`src/design/ext_wakeup_soft_irq_defines.svh`:
```
// Register offsets, field positions and reset values of the request source block
`ifndef EXT_WAKEUP_SOFT_IRQ_DEFINES_SVH
`define EXT_WAKEUP_SOFT_IRQ_DEFINES_SVH

`define NUM_CH 8
`define ADDR_W 8
// Register byte offsets
`define OFS_DETECT_LEVEL_SELECT 8'h00
`define OFS_EXT_REQ_ENABLE 8'h04
`define OFS_EXT_REQ_FLAG 8'h08
`define OFS_IRQ_LEVEL_CTRL 8'h0C
`define OFS_WAKE_ENABLE 8'h10
`define OFS_WAKE_FLAG 8'h14
`define OFS_SOFT_IRQ 8'h18
`define OFS_IRQ_STATUS 8'h1C
`define OFS_IRQ_MASK 8'h20
// Field positions
`define DLS_W 16
`define CTRL_TSE_BIT 0
`define CTRL_DTP_BIT 1
`define WAKE_EN_BIT 0
`define WAKE_FLAG_BIT 0
`define SOFT_IRQ_BIT 0
`define ST_EXT_BIT 0
`define ST_WAKE_BIT 1
`define ST_SOFT_BIT 2
`define ST_W 3
// Detection codes, two bits per channel
`define DET_LOW 2'h0
`define DET_HIGH 2'h1
`define DET_RISE 2'h2
`define DET_FALL 2'h3
// Reset values
`define RST_DLS 16'h0000
`define RST_BYTE 8'h00
`define RST_CTRL 2'h0
`define RST_ST 3'h0
`define RST_PIN_IDLE 8'hFF

`endif

```
`src/design/ext_wakeup_soft_irq_pkg.sv`:
```
// Types shared by the request source block modules
package ext_wakeup_soft_irq_pkg;
  typedef logic [1:0] det_mode_t;
  typedef logic [7:0] chan_t;
endpackage : ext_wakeup_soft_irq_pkg

```
`src/design/pin_detect_if.sv`:
```
// Carrier between the pin detector and the register core
`timescale 1ns/1ns
interface pin_detect_if;
  import ext_wakeup_soft_irq_pkg::*;
  logic [15:0] det_mode;
  logic dtp_mode;
  chan_t ext_hit;
  chan_t wake_low;
  modport detector (input det_mode, input dtp_mode, output ext_hit, output wake_low);
  modport core (output det_mode, output dtp_mode, input ext_hit, input wake_low);
endinterface : pin_detect_if

```
`src/design/pin_detector.sv`:
```
// Two-stage pin synchroniser and per-channel level or edge detector
`timescale 1ns/1ns
`include "ext_wakeup_soft_irq_defines.svh"
module pin_detector
  import ext_wakeup_soft_irq_pkg::*;
(
  input wire logic pclk,
  input wire logic presetn,
  input wire logic [7:0] ext_req_in,
  input wire logic [7:0] wake_in,
  pin_detect_if.detector det
);
  typedef struct packed {
    chan_t ext_s1;
    chan_t ext_s2;
    chan_t ext_prev;
    chan_t wake_s1;
    chan_t wake_s2;
  } sync_s;

  sync_s st_q;
  sync_s st_d;

  always_comb begin
    st_d = st_q;
    st_d.ext_s1 = ext_req_in;
    st_d.ext_s2 = st_q.ext_s1;
    st_d.ext_prev = st_q.ext_s2;
    st_d.wake_s1 = wake_in;
    st_d.wake_s2 = st_q.wake_s1;
  end

  always_ff @(posedge pclk or negedge presetn) begin
    if (!presetn) begin
      // Stages start at the idle high level, so release shows no false low or edge
      st_q.ext_s1 <= `RST_PIN_IDLE;
      st_q.ext_s2 <= `RST_PIN_IDLE;
      st_q.ext_prev <= `RST_PIN_IDLE;
      st_q.wake_s1 <= `RST_PIN_IDLE;
      st_q.wake_s2 <= `RST_PIN_IDLE;
    end else begin
      st_q <= st_d;
    end
  end

  // ****************************************
  // Detection per channel
  // ****************************************
  genvar i;
  generate
    for (i = 0; i < `NUM_CH; i++) begin : g_ch
      det_mode_t m;
      logic hit;
      assign m = det.det_mode[2*i+1:2*i];
      // Edge codes fall back to their level when transfer requests use the pin
      always_comb begin
        case (m)
          `DET_LOW: hit = !st_q.ext_s2[i];
          `DET_HIGH: hit = st_q.ext_s2[i];
          `DET_RISE: hit = det.dtp_mode ? st_q.ext_s2[i]
                           : (st_q.ext_s2[i] && !st_q.ext_prev[i]);
          default: hit = det.dtp_mode ? !st_q.ext_s2[i]
                         : (!st_q.ext_s2[i] && st_q.ext_prev[i]);
        endcase
      end
      assign det.ext_hit[i] = hit;
      assign det.wake_low[i] = !st_q.wake_s2[i];
    end
  endgenerate
endmodule : pin_detector

```
`src/design/apb_slave_port.sv`:
```
// APB slave front end with a one-cycle access phase
`timescale 1ns/1ns
`include "ext_wakeup_soft_irq_defines.svh"
module apb_slave_port (
  input wire logic psel,
  input wire logic penable,
  input wire logic pwrite,
  output logic pready,
  output logic pslverr,
  input wire logic addr_ok,
  output logic wr_en,
  output logic rd_en
);
  // Zero wait state: every access ends in its first access cycle
  assign pready = 1'b1;
  assign pslverr = psel && penable && !addr_ok;
  assign wr_en = psel && penable && pwrite && addr_ok;
  assign rd_en = psel && !penable && !pwrite;
endmodule : apb_slave_port

```
`src/design/ext_wakeup_soft_irq.sv`:
```
// External request, wakeup and software interrupt source block
`timescale 1ns/1ns
`include "ext_wakeup_soft_irq_defines.svh"
module ext_wakeup_soft_irq
  import ext_wakeup_soft_irq_pkg::*;
(
  input wire logic pclk,
  input wire logic presetn,
  input wire logic psel,
  input wire logic penable,
  input wire logic pwrite,
  input wire logic [7:0] paddr,
  input wire logic [31:0] pwdata,
  output logic [31:0] prdata,
  output logic pready,
  output logic pslverr,
  input wire logic [7:0] ext_req_in,
  input wire logic [7:0] wake_in,
  input wire logic hw_standby,
  output logic [7:0] ext_irq_req,
  output logic [7:0] ext_transfer_req,
  output logic wake_irq_req,
  output logic standby_wakeup,
  output logic soft_irq_req,
  output logic irq
);
  // ****************************************
  // State
  // ****************************************
  typedef struct packed {
    logic [15:0] detect_level_select;
    chan_t ext_req_enable_reg;
    chan_t ext_req_flag_reg;
    logic transfer_service_enable;
    logic pin_transfer_request;
    logic wake_enable_reg;
    logic wake_flag_reg;
    logic soft_irq_bit;
    logic [2:0] irq_status;
    logic [2:0] irq_mask;
    logic [31:0] rdata;
    chan_t ext_irq;
    chan_t ext_xfer;
    logic wake_irq;
    logic wake_exit;
  } core_s;

  core_s st_q;
  core_s st_d;

  pin_detect_if det_if ();
  logic addr_ok;
  logic wr_en;
  logic rd_en;
  logic [31:0] rd_mux;
  chan_t ext_pend;
  logic wake_any;
  logic [2:0] ev;

  // ****************************************
  // Submodules
  // ****************************************
  pin_detector u_pins (
    .pclk(pclk),
    .presetn(presetn),
    .ext_req_in(ext_req_in),
    .wake_in(wake_in),
    .det(det_if.detector)
  );

  apb_slave_port u_apb (
    .psel(psel),
    .penable(penable),
    .pwrite(pwrite),
    .pready(pready),
    .pslverr(pslverr),
    .addr_ok(addr_ok),
    .wr_en(wr_en),
    .rd_en(rd_en)
  );

  assign det_if.det_mode = st_q.detect_level_select;
  assign det_if.dtp_mode = st_q.pin_transfer_request;

  // ****************************************
  // Address decode and read mux
  // ****************************************
  always_comb begin
    addr_ok = 1'b1;
    rd_mux = '0;
    if (paddr == `OFS_DETECT_LEVEL_SELECT) begin
      rd_mux[`DLS_W-1:0] = st_q.detect_level_select;
    end else if (paddr == `OFS_EXT_REQ_ENABLE) begin
      rd_mux[7:0] = st_q.ext_req_enable_reg;
    end else if (paddr == `OFS_EXT_REQ_FLAG) begin
      rd_mux[7:0] = st_q.ext_req_flag_reg;
    end else if (paddr == `OFS_IRQ_LEVEL_CTRL) begin
      rd_mux[`CTRL_TSE_BIT] = st_q.transfer_service_enable;
      rd_mux[`CTRL_DTP_BIT] = st_q.pin_transfer_request;
    end else if (paddr == `OFS_WAKE_ENABLE) begin
      rd_mux[`WAKE_EN_BIT] = st_q.wake_enable_reg;
    end else if (paddr == `OFS_WAKE_FLAG) begin
      rd_mux[`WAKE_FLAG_BIT] = st_q.wake_flag_reg;
    end else if (paddr == `OFS_SOFT_IRQ) begin
      rd_mux[`SOFT_IRQ_BIT] = st_q.soft_irq_bit;
    end else if (paddr == `OFS_IRQ_STATUS) begin
      rd_mux[`ST_W-1:0] = st_q.irq_status;
    end else if (paddr == `OFS_IRQ_MASK) begin
      rd_mux[`ST_W-1:0] = st_q.irq_mask;
    end else begin
      addr_ok = 1'b0;
    end
  end

  // ****************************************
  // Next state
  // ****************************************
  // Flags follow the same write-one-to-clear scheme; set wins a same-cycle clear
  always_comb begin
    st_d = st_q;
    ext_pend = st_q.ext_req_flag_reg | det_if.ext_hit;
    if (wr_en && paddr == `OFS_EXT_REQ_FLAG) begin
      ext_pend = (st_q.ext_req_flag_reg & ~pwdata[7:0]) | det_if.ext_hit;
    end
    st_d.ext_req_flag_reg = ext_pend;
    wake_any = |(det_if.wake_low) && st_q.wake_enable_reg;
    st_d.wake_flag_reg = st_q.wake_flag_reg | wake_any;
    if (wr_en && paddr == `OFS_WAKE_FLAG && pwdata[`WAKE_FLAG_BIT]) begin
      st_d.wake_flag_reg = wake_any;
    end
    ev = {1'b0, wake_any, |det_if.ext_hit};
    st_d.irq_status = st_q.irq_status | ev;
    if (wr_en && paddr == `OFS_IRQ_STATUS) begin
      st_d.irq_status = (st_q.irq_status & ~pwdata[`ST_W-1:0]) | ev;
    end
    if (wr_en) begin
      if (paddr == `OFS_DETECT_LEVEL_SELECT) begin
        st_d.detect_level_select = pwdata[`DLS_W-1:0];
      end else if (paddr == `OFS_EXT_REQ_ENABLE) begin
        st_d.ext_req_enable_reg = pwdata[7:0];
      end else if (paddr == `OFS_IRQ_LEVEL_CTRL) begin
        st_d.transfer_service_enable = pwdata[`CTRL_TSE_BIT];
        st_d.pin_transfer_request = pwdata[`CTRL_DTP_BIT];
      end else if (paddr == `OFS_WAKE_ENABLE) begin
        st_d.wake_enable_reg = pwdata[`WAKE_EN_BIT];
      end else if (paddr == `OFS_SOFT_IRQ) begin
        st_d.soft_irq_bit = pwdata[`SOFT_IRQ_BIT];
      end else if (paddr == `OFS_IRQ_MASK) begin
        st_d.irq_mask = pwdata[`ST_W-1:0];
      end
    end
    // The soft bit is its own status; it mirrors into the summary register
    st_d.irq_status[`ST_SOFT_BIT] = st_d.soft_irq_bit;
    // Requests toward the CPU from the latched flags, gated by enables
    st_d.ext_irq = (st_q.transfer_service_enable ? 8'h00 : 8'hFF)
                   & st_q.ext_req_flag_reg & st_q.ext_req_enable_reg;
    st_d.ext_xfer = (st_q.transfer_service_enable ? 8'hFF : 8'h00)
                    & st_q.ext_req_flag_reg & st_q.ext_req_enable_reg;
    st_d.wake_irq = st_q.wake_flag_reg && st_q.wake_enable_reg;
    st_d.wake_exit = st_q.wake_flag_reg && st_q.wake_enable_reg && !hw_standby;
    st_d.rdata = rd_en ? rd_mux : st_q.rdata;
  end

  always_ff @(posedge pclk or negedge presetn) begin
    if (!presetn) begin
      st_q <= '0;
    end else begin
      st_q <= st_d;
    end
  end

  // ****************************************
  // Outputs
  // ****************************************
  assign prdata = st_q.rdata;
  assign ext_irq_req = st_q.ext_irq;
  assign ext_transfer_req = st_q.ext_xfer;
  assign wake_irq_req = st_q.wake_irq;
  assign standby_wakeup = st_q.wake_exit;
  assign soft_irq_req = st_q.soft_irq_bit;
  assign irq = |(st_q.irq_status & st_q.irq_mask);

  // ****************************************
  // Checks
  // ****************************************
  property p_soft_set;
    @(posedge pclk) disable iff (!presetn)
      (wr_en && paddr == `OFS_SOFT_IRQ && pwdata[`SOFT_IRQ_BIT]) |=> soft_irq_req;
  endproperty
  a_soft_set: assert property (p_soft_set) else $error("soft irq not raised");

  property p_soft_clr;
    @(posedge pclk) disable iff (!presetn)
      (wr_en && paddr == `OFS_SOFT_IRQ && !pwdata[`SOFT_IRQ_BIT]) |=> !soft_irq_req;
  endproperty
  a_soft_clr: assert property (p_soft_clr) else $error("soft irq not withdrawn");

  property p_soft_hold;
    @(posedge pclk) disable iff (!presetn)
      (soft_irq_req && !(wr_en && paddr == `OFS_SOFT_IRQ)) |=> soft_irq_req;
  endproperty
  a_soft_hold: assert property (p_soft_hold) else $error("soft irq dropped");

  property p_flag_sticky;
    @(posedge pclk) disable iff (!presetn)
      (st_q.ext_req_flag_reg[0] && !(wr_en && paddr == `OFS_EXT_REQ_FLAG))
        |=> st_q.ext_req_flag_reg[0];
  endproperty
  a_flag_sticky: assert property (p_flag_sticky) else $error("ext flag lost");

  property p_flag_set;
    @(posedge pclk) disable iff (!presetn)
      det_if.ext_hit[3] |=> st_q.ext_req_flag_reg[3];
  endproperty
  a_flag_set: assert property (p_flag_set) else $error("ext flag not set");

  property p_ext_route;
    @(posedge pclk) disable iff (!presetn)
      (st_q.ext_req_flag_reg[1] && st_q.ext_req_enable_reg[1])
        |=> (ext_irq_req[1] != ext_transfer_req[1]);
  endproperty
  a_ext_route: assert property (p_ext_route) else $error("ext request not routed");

  property p_ext_gate;
    @(posedge pclk) disable iff (!presetn)
      !st_q.ext_req_enable_reg[2] |=> !ext_irq_req[2];
  endproperty
  a_ext_gate: assert property (p_ext_gate) else $error("disabled channel requested");

  property p_wake_set;
    @(posedge pclk) disable iff (!presetn)
      (st_q.wake_enable_reg && !wake_in[5]) |=> ##2 st_q.wake_flag_reg;
  endproperty
  a_wake_set: assert property (p_wake_set) else $error("wake flag not set");

  property p_wake_gate;
    @(posedge pclk) disable iff (!presetn)
      !st_q.wake_enable_reg |=> !wake_irq_req;
  endproperty
  a_wake_gate: assert property (p_wake_gate) else $error("wake irq while disabled");

  property p_hw_standby;
    @(posedge pclk) disable iff (!presetn)
      hw_standby |=> !standby_wakeup;
  endproperty
  a_hw_standby: assert property (p_hw_standby) else $error("wake from hw standby");

  property p_xfer_gate;
    @(posedge pclk) disable iff (!presetn)
      !st_q.ext_req_enable_reg[2] |=> !ext_transfer_req[2];
  endproperty
  a_xfer_gate: assert property (p_xfer_gate) else $error("disabled channel transfer");

  property p_handler_path;
    @(posedge pclk) disable iff (!presetn)
      (!st_q.transfer_service_enable && st_q.ext_req_flag_reg[0] && st_q.ext_req_enable_reg[0])
        |=> (ext_irq_req[0] && !ext_transfer_req[0]);
  endproperty
  a_handler_path: assert property (p_handler_path) else $error("handler path missed");

  property p_auto_path;
    @(posedge pclk) disable iff (!presetn)
      (st_q.transfer_service_enable && st_q.ext_req_flag_reg[4] && st_q.ext_req_enable_reg[4])
        |=> (ext_transfer_req[4] && !ext_irq_req[4]);
  endproperty
  a_auto_path: assert property (p_auto_path) else $error("transfer path missed");

  property p_flag_clear;
    @(posedge pclk) disable iff (!presetn)
      (wr_en && paddr == `OFS_EXT_REQ_FLAG && pwdata[5] && !det_if.ext_hit[5])
        |=> !st_q.ext_req_flag_reg[5];
  endproperty
  a_flag_clear: assert property (p_flag_clear) else $error("ext flag not cleared");

  property p_wake_sticky;
    @(posedge pclk) disable iff (!presetn)
      (st_q.wake_flag_reg && !(wr_en && paddr == `OFS_WAKE_FLAG)) |=> st_q.wake_flag_reg;
  endproperty
  a_wake_sticky: assert property (p_wake_sticky) else $error("wake flag lost");

  property p_wake_clear;
    @(posedge pclk) disable iff (!presetn)
      (wr_en && paddr == `OFS_WAKE_FLAG && pwdata[`WAKE_FLAG_BIT] && !wake_any)
        |=> !st_q.wake_flag_reg;
  endproperty
  a_wake_clear: assert property (p_wake_clear) else $error("wake flag not cleared");

  property p_wake_irq;
    @(posedge pclk) disable iff (!presetn)
      (st_q.wake_flag_reg && st_q.wake_enable_reg) |=> wake_irq_req;
  endproperty
  a_wake_irq: assert property (p_wake_irq) else $error("wake irq not raised");

  property p_wake_exit;
    @(posedge pclk) disable iff (!presetn)
      (st_q.wake_flag_reg && st_q.wake_enable_reg && !hw_standby) |=> standby_wakeup;
  endproperty
  a_wake_exit: assert property (p_wake_exit) else $error("standby exit missed");

  property p_exit_needs_req;
    @(posedge pclk) disable iff (!presetn)
      standby_wakeup |-> wake_irq_req;
  endproperty
  a_exit_needs_req: assert property (p_exit_needs_req) else $error("exit without wake");

  property p_soft_status;
    @(posedge pclk) disable iff (!presetn)
      soft_irq_req |-> st_q.irq_status[`ST_SOFT_BIT];
  endproperty
  a_soft_status: assert property (p_soft_status) else $error("soft status missing");

  property p_irq_ext;
    @(posedge pclk) disable iff (!presetn)
      (st_q.irq_status[`ST_EXT_BIT] && st_q.irq_mask[`ST_EXT_BIT]) |-> irq;
  endproperty
  a_irq_ext: assert property (p_irq_ext) else $error("ext summary irq missing");

  property p_status_set;
    @(posedge pclk) disable iff (!presetn)
      (|det_if.ext_hit) |=> st_q.irq_status[`ST_EXT_BIT];
  endproperty
  a_status_set: assert property (p_status_set) else $error("ext status not set");

  property p_rdata_hold;
    @(posedge pclk) disable iff (!presetn)
      !rd_en |=> $stable(prdata);
  endproperty
  a_rdata_hold: assert property (p_rdata_hold) else $error("read data moved");
endmodule : ext_wakeup_soft_irq

```
`config.mk`:
```
export PLATFORM = sky130hd
export DESIGN_NAME = ext_wakeup_soft_irq
export DESIGN_NICKNAME = d
export VERILOG_FILES = /design/src/design/ext_wakeup_soft_irq_pkg.sv /design/src/design/pin_detect_if.sv /design/src/design/pin_detector.sv /design/src/design/apb_slave_port.sv /design/src/design/ext_wakeup_soft_irq.sv
export VERILOG_INCLUDE_DIRS = /design/src /design/src/design
export SDC_FILE = /design/constraint.sdc
export NUM_CORES = 1
export LEC_CHECK = 0
export CAP_MARGIN = 20
export CORE_UTILIZATION = 45
export DETAILED_ROUTE_END_ITERATION = 10
export DONT_BUFFER_PORTS = 1
export SYNTH_ARGS = -nofsm -noshare
export SYNTH_HDL_FRONTEND = slang
export SYNTH_HIERARCHICAL = 1
export SYNTH_SLANG_ARGS = --single-unit
```
`constraint.sdc`:
```
create_clock -name pclk -period 3.5 [get_ports pclk]
set_input_delay 0.175 -clock pclk [delete_from_list [all_inputs] [get_ports pclk]]
set_output_delay 0.175 -clock pclk [all_outputs]
set_load 0.02 [all_outputs]
```
==> flow_metrics.py, run 1 <==
metrics = {
    "die": {
        "initial_core_util": 0.4672,
        "die_area_um2": 11830,
        "die_x_um": 108.8,
        "std_cell_rows": 38,
        "core_um2": 10980,
        "pin_count": 116,
        "dieHeight_um": 108.8,
    },
    "sta": {
        "max_freq_mhz": 435.7,
        "slew_viol_final": 0,
        "slew_headroom": 0.3082,
        "finalSetupTns_ns": 0,
        "fin_worst_skew_ns": 0.01112,
        "setup_viol": 0,
        "hold_slack_ns": 0.02193,
        "rsz0062_at_grt": "false",
        "finalCritPeriodShare": 0.6558,
        "finalCriticalPeriod_ns": 2.295,
        "worst_pin_slew_ns": 1.036,
        "setup_slack_ns": 1.205,
        "hold_viol": 0,
    },
    "critical_path": {
        "required_ns": 3.79,
        "cp.arrival_ns": 2.58,
        "r2r_setup_slack_ns": 1.79,
        "startpoint_type": "primary input",
        "cp-end-kind": "flip-flop",
        "critPathKind": "primary input to flip-flop",
        "timing.rr.end": "st_q[53]",
        "crit_chain": "or4_4, a21oi_1, and4_1, nor4b_4, nand2_4, mux2_4",
        "critPathMaxStageDelay_ns": 0.65,
        "slowest_stage": "nor4b_4",
        "crit_fanout": 16,
        "reg2reg_depth": 6,
        "r2r_start": "u_pins/st_d[16]",
    },
    "power": {
        "p_int_mw": 2.611,
        "pwr-share-seq": 0.427,
        "p_clk_frac": 0.531,
        "peakVddDrop_mv": 0.4511,
        "pwr_density_cell_nw_per_um2": 562.6,
        "switching_share": 0.2122,
        "leakage_nw": 2.733,
        "p_comb_frac": 0.042,
        "p_switching_uw": 703.4,
        "power_mw": 3.315,
    },
    "cts": {
        "cts-htree-levels": 4,
        "clkLatencyLatePin_ns": 0.40,
        "post_cts_buffers": 0,
        "cts_buffers": 17,
        "clk_pin_slew_worst_paths_ns": 0.06,
        "clock_sinks": 116,
        "cts-root-buf": "clkbuf_16",
        "cts_tree": "yes",
        "clock_path_buffers": 2,
    },
    "detailed_routing": {
        "route.vias.total": 2937,
        "drc_errors": 0,
        "drt-wirelength-per-cell_um": 17.01,
        "routed_wl_mm": 9.596,
        "drt_iter0_drc": 206,
        "drt-vias-per-instance": 5.207,
        "drt_first_pass_iters": 4,
        "ant_nets": 0,
    },
    "place": {
        "hpwlAfterDp_mm": 6.150,
        "place_congestion": 0.7507,
        "pre_cts_ws_ns": 0.8194,
        "dpl_cell_area_um2": 4866,
        "io_buffers": 0,
    },
    "cells_and_area": {
        "area_delta_synth_final_pct": 14.83,
        "fillers": 931,
        "fin_nets": 472,
        "drive_above_1_share": 0.2719,
        "postLayoutCellArea_um2": 5892,
    },
    "flow_run": {
        "maxCapViolCount": 0,
    },
    "grt": {
        "grt_pass1_wl_mm": 15.40,
        "grt_max_degree": 117,
        "gr-total-overflow": 0,
        "grt_pass1_vias": 2936,
        "grt_use_total": 0.1783,
        "antenna_found_initial": 1,
    },
    "logic_synthesis": {
        "synth.area.top_cells": "dfrtp_1 37%, dfstp_2 20%, buf_4 8.3%",
        "yosys_warnings": 6,
        "netlist_area_um2": 5131,
        "synth_cell_type_count": 51,
        "yosysSeqAreaShare": 0.5755,
        "synth_edf_count": 0,
        "synth_most_common_cell": "dfrtp_1",
        "ys_seq_elements": 116,
        "synthArstFlopShare": 1.000,
        "synth_top_area_frac": 0.3706,
        "postSynthCellCount": 410,
        "synthFlopType": "dfrtp_1",
        "synthTopCellsByCount": "76 x dfrtp_1, 57 x buf_4, 40 x dfstp_2, 18 x mux2_4, 18 x nand2_1",
        "synth_area_per_cell_um2": 12.52,
        "yosys.area.top_type": "dfrtp_1",
    },
    "hold_path": {
        "hold_path_end": "prdata[2]",
        "hold_depth": 3,
        "holdCritStartpoint": "paddr[4]",
        "hp-class": "primary input to flip-flop",
    },
    "run_status": {
        "status": "finished, final reports clean",
    },
}
-- how the worst max path moves through the flow --
stage / startpoint / endpoint / slack, ns
finish: paddr[1] / det_if.det_mode[13] / 1.20
global route: paddr[1] / det_if.det_mode[9] / 1.08
CTS: paddr[1] / det_if.det_mode[10] / 1.24
detailed placement: paddr[1] / det_if.det_mode[14] / 0.82
global placement: paddr[1] / det_if.det_mode[11] / 0.84
floorplan: paddr[4] / st_q[60] / 1.27
-- final cells by class --
class	instances	area, um2	share of cell area
tap	140	175.2	0.02973
clock buffer	23	543.0	0.09216
antenna	1	2.502	0.0004247
timing repair buffer	39	405.4	0.06880
multi-input combinational	224	1685	0.2860
clock inverter	9	82.58	0.01402
inverter	12	45.04	0.007645
sequential	116	2953	0.5012
-- routing by layer --
| layer | GRT usage | wire length, um | vias to the layer above |
|---|---|---|---|
| li1 | - | - | 1343 |
| met1 | 0.2269 | 4269 | 1474 |
| met2 | 0.2839 | 4722 | 108 |
| met3 | 0.05858 | 499 | 12 |
| met4 | 0.06371 | 104 | 0 |
| met5 | 0 | 0 | - |
-- cell usage in the layout, fill, tap and decap left out, drive strengths merged, types with 4 or more instances in the layout --
master / instances
a21o: 9
a21oi: 4
a22o: 11
a31o: 5
and3: 11
clkbuf: 23
clkinv: 5
conb: 17
dfrtp: 76
dfstp: 40
dlygate4sd3: 37
inv: 14
mux2: 31
mux2i: 10
nand2: 20
nand3: 11
nor2: 16
nor2b: 9
nor4: 5
o211ai: 8
o21ai: 16
xor2: 15
-- critical path, delay by kind of cell --
kind               cells  cell delay (ns)
and+or+nand+nor        4             1.84
muxes                  1             0.40
AOI/OAI and AO/OA      1             0.16
-- sequential cells by signal, summed over array words and instances, names as in the netlist --
name	count
u_pins/st_d	24
det_if.det_mode	16
ext_irq_req	8
wake_irq_req	1
prdata	16
st_q	25
ext_transfer_req	8
u_pins/st_q	16
det_if.dtp_mode	1
standby_wakeup	1
-- power by group through the flow --
stage | Clock [mW] | Combinational (mW) | Sequential [mW]
after CTS | 1.79 | 0.140 | 1.42
after global routing | 1.85 | 0.155 | 1.42
after global placement | 0 | 0.0696 | 1.44
after floorplan | 0 | 0.107 | 1.42
after detailed placement | 0 | 0.0702 | 1.44
final | 1.76 | 0.139 | 1.41
-- timing repair --
action | CTS | global route
hold endpoints to repair | 176 | 0
hold buffers | 38 | 0
endpoints found under the setup margin | 0 | 0
resized for setup | 0 | 0
-- cells by family (layout without fill, tap and decap cells) --
kind of cell	count (synthesis)	after routing	share of synthesized area
AOI/OAI and AO/OA	63	63	0.08779
xor gates and xnor gates	16	16	0.02731
buffers and inverters	85	83	0.1070
DFF	116	116	0.5755
muxes	41	41	0.1007
other	2	18	0.001464
and+or+nand+nor	87	87	0.1002
-- per-stage QoR --
stage,cells,util
2_1_floorplan,425,-
6_report,564,0.5365
4_1_cts,563,0.5362
5_1_grt,564,0.5365
3_5_place_dp,493,0.4430
3_3_place_gp,493,0.4430
(Power assumes the default switching activity.)
==> run 2: changes to the inputs <==
==> constraint.sdc (replaced) <==
create_clock -name pclk -period 2.07 [get_ports pclk]
set_input_delay 0.1035 -clock pclk [delete_from_list [all_inputs] [get_ports pclk]]
set_output_delay 0.1035 -clock pclk [all_outputs]
set_load 0.02 [all_outputs]
==> run 2 against run 1 <==
Compared with the run above:
- the flow now finishes with violations (hold timing)
- setup slack lost 0.80 ns
- register-to-register slack got worse by 1.4 ns
- non-clock buffer count rose by 9
- die area unchanged
- combinational power grew 41%
- global-route usage is 0.46 points higher
- clock skew shrank 0.0069 ns
- routed wire length fell by 0.82%
- sequential cell count unchanged
- via count fell by 0.14%
- critical path depth grew 1
- critical path type unchanged
==> flow_metrics.py, run 2 (same netlist as run 1, synthesis figures left out) <==
metrics = {
    "detailed_routing": {
        "route.vias.total": 2933,
        "drt-vias-per-instance": 5.128,
        "ant_nets": 0,
        "drc_errors": 0,
        "drt_first_pass_iters": 4,
        "drt_iter0_drc": 141,
        "drt-wirelength-per-cell_um": 16.64,
        "routed_wl_mm": 9.517,
    },
    "cells_and_area": {
        "fin_nets": 481,
        "finalNonFillerCells": 572,
        "area_delta_synth_final_pct": 15.41,
        "largest_reg_flops": 25,
        "postLayoutCellArea_um2": 5922,
        "final_common_cell": "dfrtp_1",
        "drive_above_1_share": 0.2917,
        "top_register": "st_q",
        "layout_common_cells": "76 x dfrtp_1, 40 x dfstp_2, 37 x dlygate4sd3_1",
        "antenna_cells": 0,
    },
    "grt": {
        "grt_pass1_wl_mm": 15.63,
        "antenna_found_initial": 0,
        "grt_use_total": 0.1829,
        "grt_pass1_vias": 3017,
        "gr-total-overflow": 0,
        "grt_max_degree": 117,
    },
    "sta": {
        "hold_viol": 116,
        "fin_worst_skew_ns": 0.004230,
        "hold_slack_ns": -0.6131,
        "max_freq_mhz": 599.1,
        "slew_viol_final": 0,
        "slew_headroom": 0.6641,
        "rsz0062_at_grt": "false",
        "finalCritPeriodShare": 0.8064,
        "finalCriticalPeriod_ns": 1.669,
        "worst_pin_slew_ns": 0.4986,
        "setup_viol": 0,
    },
    "cts": {
        "cts_tree": "yes",
        "cts-root-buf": "clkbuf_16",
        "cts-htree-levels": 4,
        "clock_path_buffers": 2,
        "clock_sinks": 116,
        "clkLatencyLatePin_ns": 0.41,
        "clk_pin_slew_worst_paths_ns": 0.05,
        "cts_buffers": 17,
        "post_cts_resized": 0,
        "post_cts_buffers": 0,
        "hold_buffers": 37,
    },
    "critical_path": {
        "cp.arrival_ns": 1.96,
        "startpoint_type": "primary input",
        "critPathKind": "primary input to flip-flop",
        "crit_chain": "or4_4, a21oi_2, and4_1, nor4b_4, buf_4, nand2_8, mux2_4",
        "slowest_stage": "or4_4",
        "crit_fanout": 9,
        "r2r_setup_slack_ns": 0.41,
        "cp-end-kind": "flip-flop",
        "critPathMaxStageDelay_ns": 0.52,
        "required_ns": 2.36,
    },
    "power": {
        "pwr_density_cell_nw_per_um2": 916.4,
        "peakVddDrop_mv": 0.9516,
        "leakage_nw": 2.758,
    },
    "die": {
        "die_x_um": 108.8,
        "die_area_um2": 11830,
        "std_cell_rows": 38,
        "core_um2": 10980,
        "dieHeight_um": 108.8,
        "pin_count": 116,
        "initial_core_util": 0.4672,
    },
    "run_status": {
        "violations": "hold timing",
        "status": "finished, violations left",
    },
    "hold_path": {
        "hp-class": "primary input to asynchronous set/reset pin",
    },
    "place": {
        "place_congestion": 0.7836,
        "io_buffers": 0,
        "dp.cells": 503,
        "hpwlAfterDp_mm": 6.162,
        "dpl_cell_area_um2": 4962,
    },
    "flow_run": {
        "maxCapViolCount": 0,
    },
}
-- run 2: final timing paths --
kind | from | end | cells past startpoint
setup / recovery | paddr[1] | st_q[71] | 7
hold / removal | presetn | prdata[12] | 0
setup reg to reg | u_pins/st_d[17] | st_q[53] | 6
hold reg to reg | u_pins/st_d[28] | u_pins/st_d[20] | 0
max in group asynchronous | presetn | u_pins/st_d[20] | 0
min in group pclk | paddr[4] | prdata[1] | 2
-- run 2: per-layer routing --
layer	GRT usage	routed length, um	share of wire
met1	0.2285	4294	0.45
met2	0.2857	4503	0.47
met3	0.06396	492	0.052
met4	0.08205	227	0.024
met5	0	0	0
-- run 2: through the flow --
step                      utilization  setup WS (ns)  total power, mW   TNS, ns
after floorplan                     -      -0.009382            2.592  -0.01860
after global placement         0.4518        0.01476            2.551         0
after detailed placement       0.4518       -0.02687            2.555   -0.1623
after CTS                      0.5392         0.3635            5.479         0
after global routing           0.5392         0.2843            5.615         0
final                          0.5392         0.4008            5.427         0
-- run 2: where the power goes --
group          internal (mW)  switching [mW]  total (mW)
logic                 0.0922           0.104       0.196
registers               2.35          0.0392        2.39
clock network           1.82            1.02        2.84
-- run 2: worst max-delay path, delay by kind of cell --
family                 cells  cell delay [ns]
and+or+nand+nor            4             1.16
muxes                      1             0.31
buffers and inverters      1             0.27
AOI/OAI and AO/OA          1             0.12
-- run 2: cell type report --
class	instances	area [um2]
Clock buffer	21	493.0
Fill cell	929	5061
Inverter	12	45.04
Clock inverter	11	96.34
Tap cell	140	175.2
Multi-Input combinational cell	224	1694
Timing Repair Buffer	48	465.4
Sequential cell	116	2953
==> run 3: changes to the inputs <==
--- a/config.mk
+++ b/config.mk
@@ -6,6 +6,7 @@
 export SDC_FILE = /design/constraint.sdc
 export NUM_CORES = 1
 export LEC_CHECK = 0
+export ABC_AREA = 1
 export CAP_MARGIN = 20
 export CORE_UTILIZATION = 45
 export DETAILED_ROUTE_END_ITERATION = 10
==> constraint.sdc (replaced) <==
create_clock -name pclk -period 1.36 [get_ports pclk]
set_input_delay 0.068 -clock pclk [delete_from_list [all_inputs] [get_ports pclk]]
set_output_delay 0.068 -clock pclk [all_outputs]
set_load 0.02 [all_outputs]
==> run 3 against run 2 <==
Compared with the run above:
- the flow finishes with violations (hold timing, setup timing)
- power rose by 51%
- largest power group unchanged
- routed wire length rose by 18%
- cell count rose by 37%
- count of clock-buffer cells in the layout rose by 2
- highest routed layer unchanged
- sequential share of layout area fell by 5.2 points
- sequential cell count did not move
- area after synthesis rose by 3.0%
- synthesized cell count rose by 42%
==> flow_metrics.py, run 3 <==
metrics = {
    "run_status": {
        "status": "finished, violations left",
        "violations": "hold timing, setup timing",
    },
    "critical_path": {
        "critPathMaxStageDelay_ns": 0.39,
        "crit_fanout": 8,
        "r2r_setup_slack_ns": -0.07,
        "required_ns": 1.64,
        "startpoint_type": "flip-flop",
        "critPathKind": "flip-flop to flip-flop",
        "cp.arrival_ns": 1.71,
        "timing.rr.end": "st_q[53]",
        "crit_chain": "inv_2, buf_12, nand2_4, nand3_2, nand3_2, nor4_4, nand3_1",
        "cp-end-kind": "flip-flop",
        "slowest_stage": "dfrtp_1",
        "reg2reg_depth": 7,
        "r2r_start": "det_if.dtp_mode",
        "path_common_cell": "nand3_2",
        "critPathBufInv": 2,
        "cp_top_family": "simple AND/OR/NAND/NOR gates",
    },
    "cts": {
        "cts_buffers": 17,
        "cts-root-buf": "clkbuf_16",
        "clock_sinks": 116,
        "clock_path_buffers": 2,
        "hold_buffers": 33,
        "clk_pin_slew_worst_paths_ns": 0.05,
        "cts_tree": "yes",
        "clkLatencyLatePin_ns": 0.41,
        "cts-htree-levels": 4,
    },
    "logic_synthesis": {
        "synth_cell_type_count": 32,
        "synthTopCellsByCount": "108 x nand2_1, 89 x inv_1, 76 x dfrtp_1, 57 x buf_4, 52 x nand3_1",
        "synth_compound_area_frac": 0.06679,
        "synthFlopType": "dfrtp_1",
        "synth-simple-area-share": 0.2009,
        "synth.area.top_cells": "dfrtp_1 36%, dfstp_2 20%, buf_4 8.1%",
        "yosys.area.top_type": "dfrtp_1",
        "synthXorXnorAreaFrac": 0,
        "synthMuxAreaShare": 0.01634,
        "yosysSeqAreaShare": 0.5590,
        "synthArstFlopShare": 1.000,
        "netlist_area_um2": 5283,
        "yosys_warnings": 6,
        "synth_most_common_cell": "nand2_1",
        "synth_area_per_cell_um2": 9.077,
        "ys_seq_elements": 116,
        "synthAdderAreaFrac": 0,
        "synth_top_area_frac": 0.3600,
        "postSynthCellCount": 582,
        "synth_top_family_by_area": "simple AND/OR/NAND/NOR gates",
        "synth_edf_count": 0,
    },
    "place": {
        "dp.cells": 709,
        "place_congestion": 0.8249,
        "dpl_cell_area_um2": 5366,
        "hpwlAfterDp_mm": 7.526,
        "io_buffers": 0,
        "pre_cts_ws_ns": -0.4054,
    },
    "cells_and_area": {
        "largest_reg_flops": 25,
        "final_common_cell": "nand2_1",
        "top_register": "st_q",
        "antenna_cells": 0,
        "finalNonFillerCells": 784,
        "area_delta_synth_final_pct": 25.15,
        "postLayoutCellArea_um2": 6611,
        "final_util": 0.5790,
        "layout_common_cells": "97 x nand2_1, 80 x inv_1, 76 x dfrtp_1",
        "drive_above_1_share": 0.2933,
        "fin_nets": 690,
    },
    "die": {
        "dieHeight_um": 110.3,
        "core_um2": 11420,
        "die_x_um": 110.3,
        "initial_core_util": 0.4626,
        "std_cell_rows": 39,
        "pin_count": 116,
        "die_area_um2": 12180,
    },
    "power": {
        "peakVddDrop_mv": 0.8517,
        "pwr_density_cell_nw_per_um2": 1242,
        "power_mw": 8.213,
        "leakage_nw": 3.265,
    },
    "grt": {
        "grt_pass1_vias": 3618,
        "grt_use_total": 0.1964,
        "grt_max_degree": 117,
        "antenna_found_initial": 0,
        "grt_pass1_wl_mm": 17.52,
        "gr-total-overflow": 0,
    },
    "sta": {
        "rsz0062_at_grt": "true",
        "finalCritPeriodShare": 1.053,
        "slew_viol_final": 0,
        "fin_worst_skew_ns": 0.01146,
        "hold_viol": 116,
        "max_freq_mhz": 698.2,
        "setup_slack_ns": -0.07216,
        "finalCriticalPeriod_ns": 1.432,
        "hold_slack_ns": -0.6485,
        "setup_viol": 2,
    },
    "detailed_routing": {
        "route.vias.total": 3810,
        "drt-vias-per-instance": 4.860,
        "drt_first_pass_iters": 4,
        "ant_nets": 0,
        "drc_errors": 0,
        "drt-wirelength-per-cell_um": 14.33,
        "drt_iter0_drc": 218,
        "routed_wl_mm": 11.24,
    },
    "hold_path": {
        "hp-class": "primary input to asynchronous set/reset pin",
    },
    "flow_run": {
        "maxCapViolCount": 0,
    },
}
## run 3: cell count changes in the layout (fill, tap and decap cells not counted), moves of 10 or more
cell	delta
inv_1	+69
and3_1	-10
xor2_1	-15
nand2_1	+79
mux2i_1	-10
nor3_1	+16
nor2_1	+20
mux2_4	-16
nand3_1	+21
nand3_2	+16
a22o_1	-11
buf_4	+31
## run 3: how the worst max path moves through the flow
| stage | from | cells past startpoint | end |
|---|---|---|---|
| after global placement | paddr[6] | 14 | st_q[50] |
| after detailed placement | paddr[6] | 14 | st_q[51] |
| after floorplan | paddr[7] | 10 | det_if.det_mode[13] |
| after global routing | det_if.dtp_mode | 7 | st_q[53] |
| after CTS | det_if.dtp_mode | 7 | st_q[53] |
| final | det_if.dtp_mode | 7 | st_q[53] |
## run 3: where the power goes
part           internal, mW  switching, mW
Combinational         0.163          0.201
Clock                  2.74           1.49
Sequential             3.57         0.0468
Total                  6.48           1.74
## run 3: cell type report
type                       count  area [um2]
fill                         977        4807
sequential                   116        2953
multi-input combinational    324        1847
timing repair buffer          78       714.4
clock buffer                  23       499.2
inverter                      91       344.1
tap                          143       178.9
clock inverter                 9       75.07
## run 3: routing by layer
| metal | up-vias | GRT usage | part of all wire |
|---|---|---|---|
| met5 | - | 0 | 0 |
| met4 | 0 | 0.08365 | 0.017 |
| met3 | 12 | 0.05996 | 0.060 |
| met2 | 111 | 0.3043 | 0.48 |
| met1 | 1833 | 0.2544 | 0.44 |
| li1 | 1854 | - | - |
## run 3: cell families (layout without fill, tap and decap cells)
logic type	Yosys count	after routing
mux	7	7
compound gates	62	62
simple gates	238	238
buf+inv	157	201
other cells	2	17
flops	116	116
## run 3: through the flow
stage,setup TNS [ns],hold WS [ns]
floorplan,-2.964,-0.2276
global placement,-6.570,-0.2255
detailed placement,-9.812,-0.2257
CTS,-0.06656,-0.6666
global route,-0.3812,-0.6646
finish,-0.07805,-0.6485
## run 3: what timing repair did
action                     4_1_cts  5_1_grt
hold endpoints to repair       166      116
cloned                           0        1
gates resized for setup         11       48
setup buffers                    2        7
pin swaps                        6       20
setup endpoints to repair        4        8
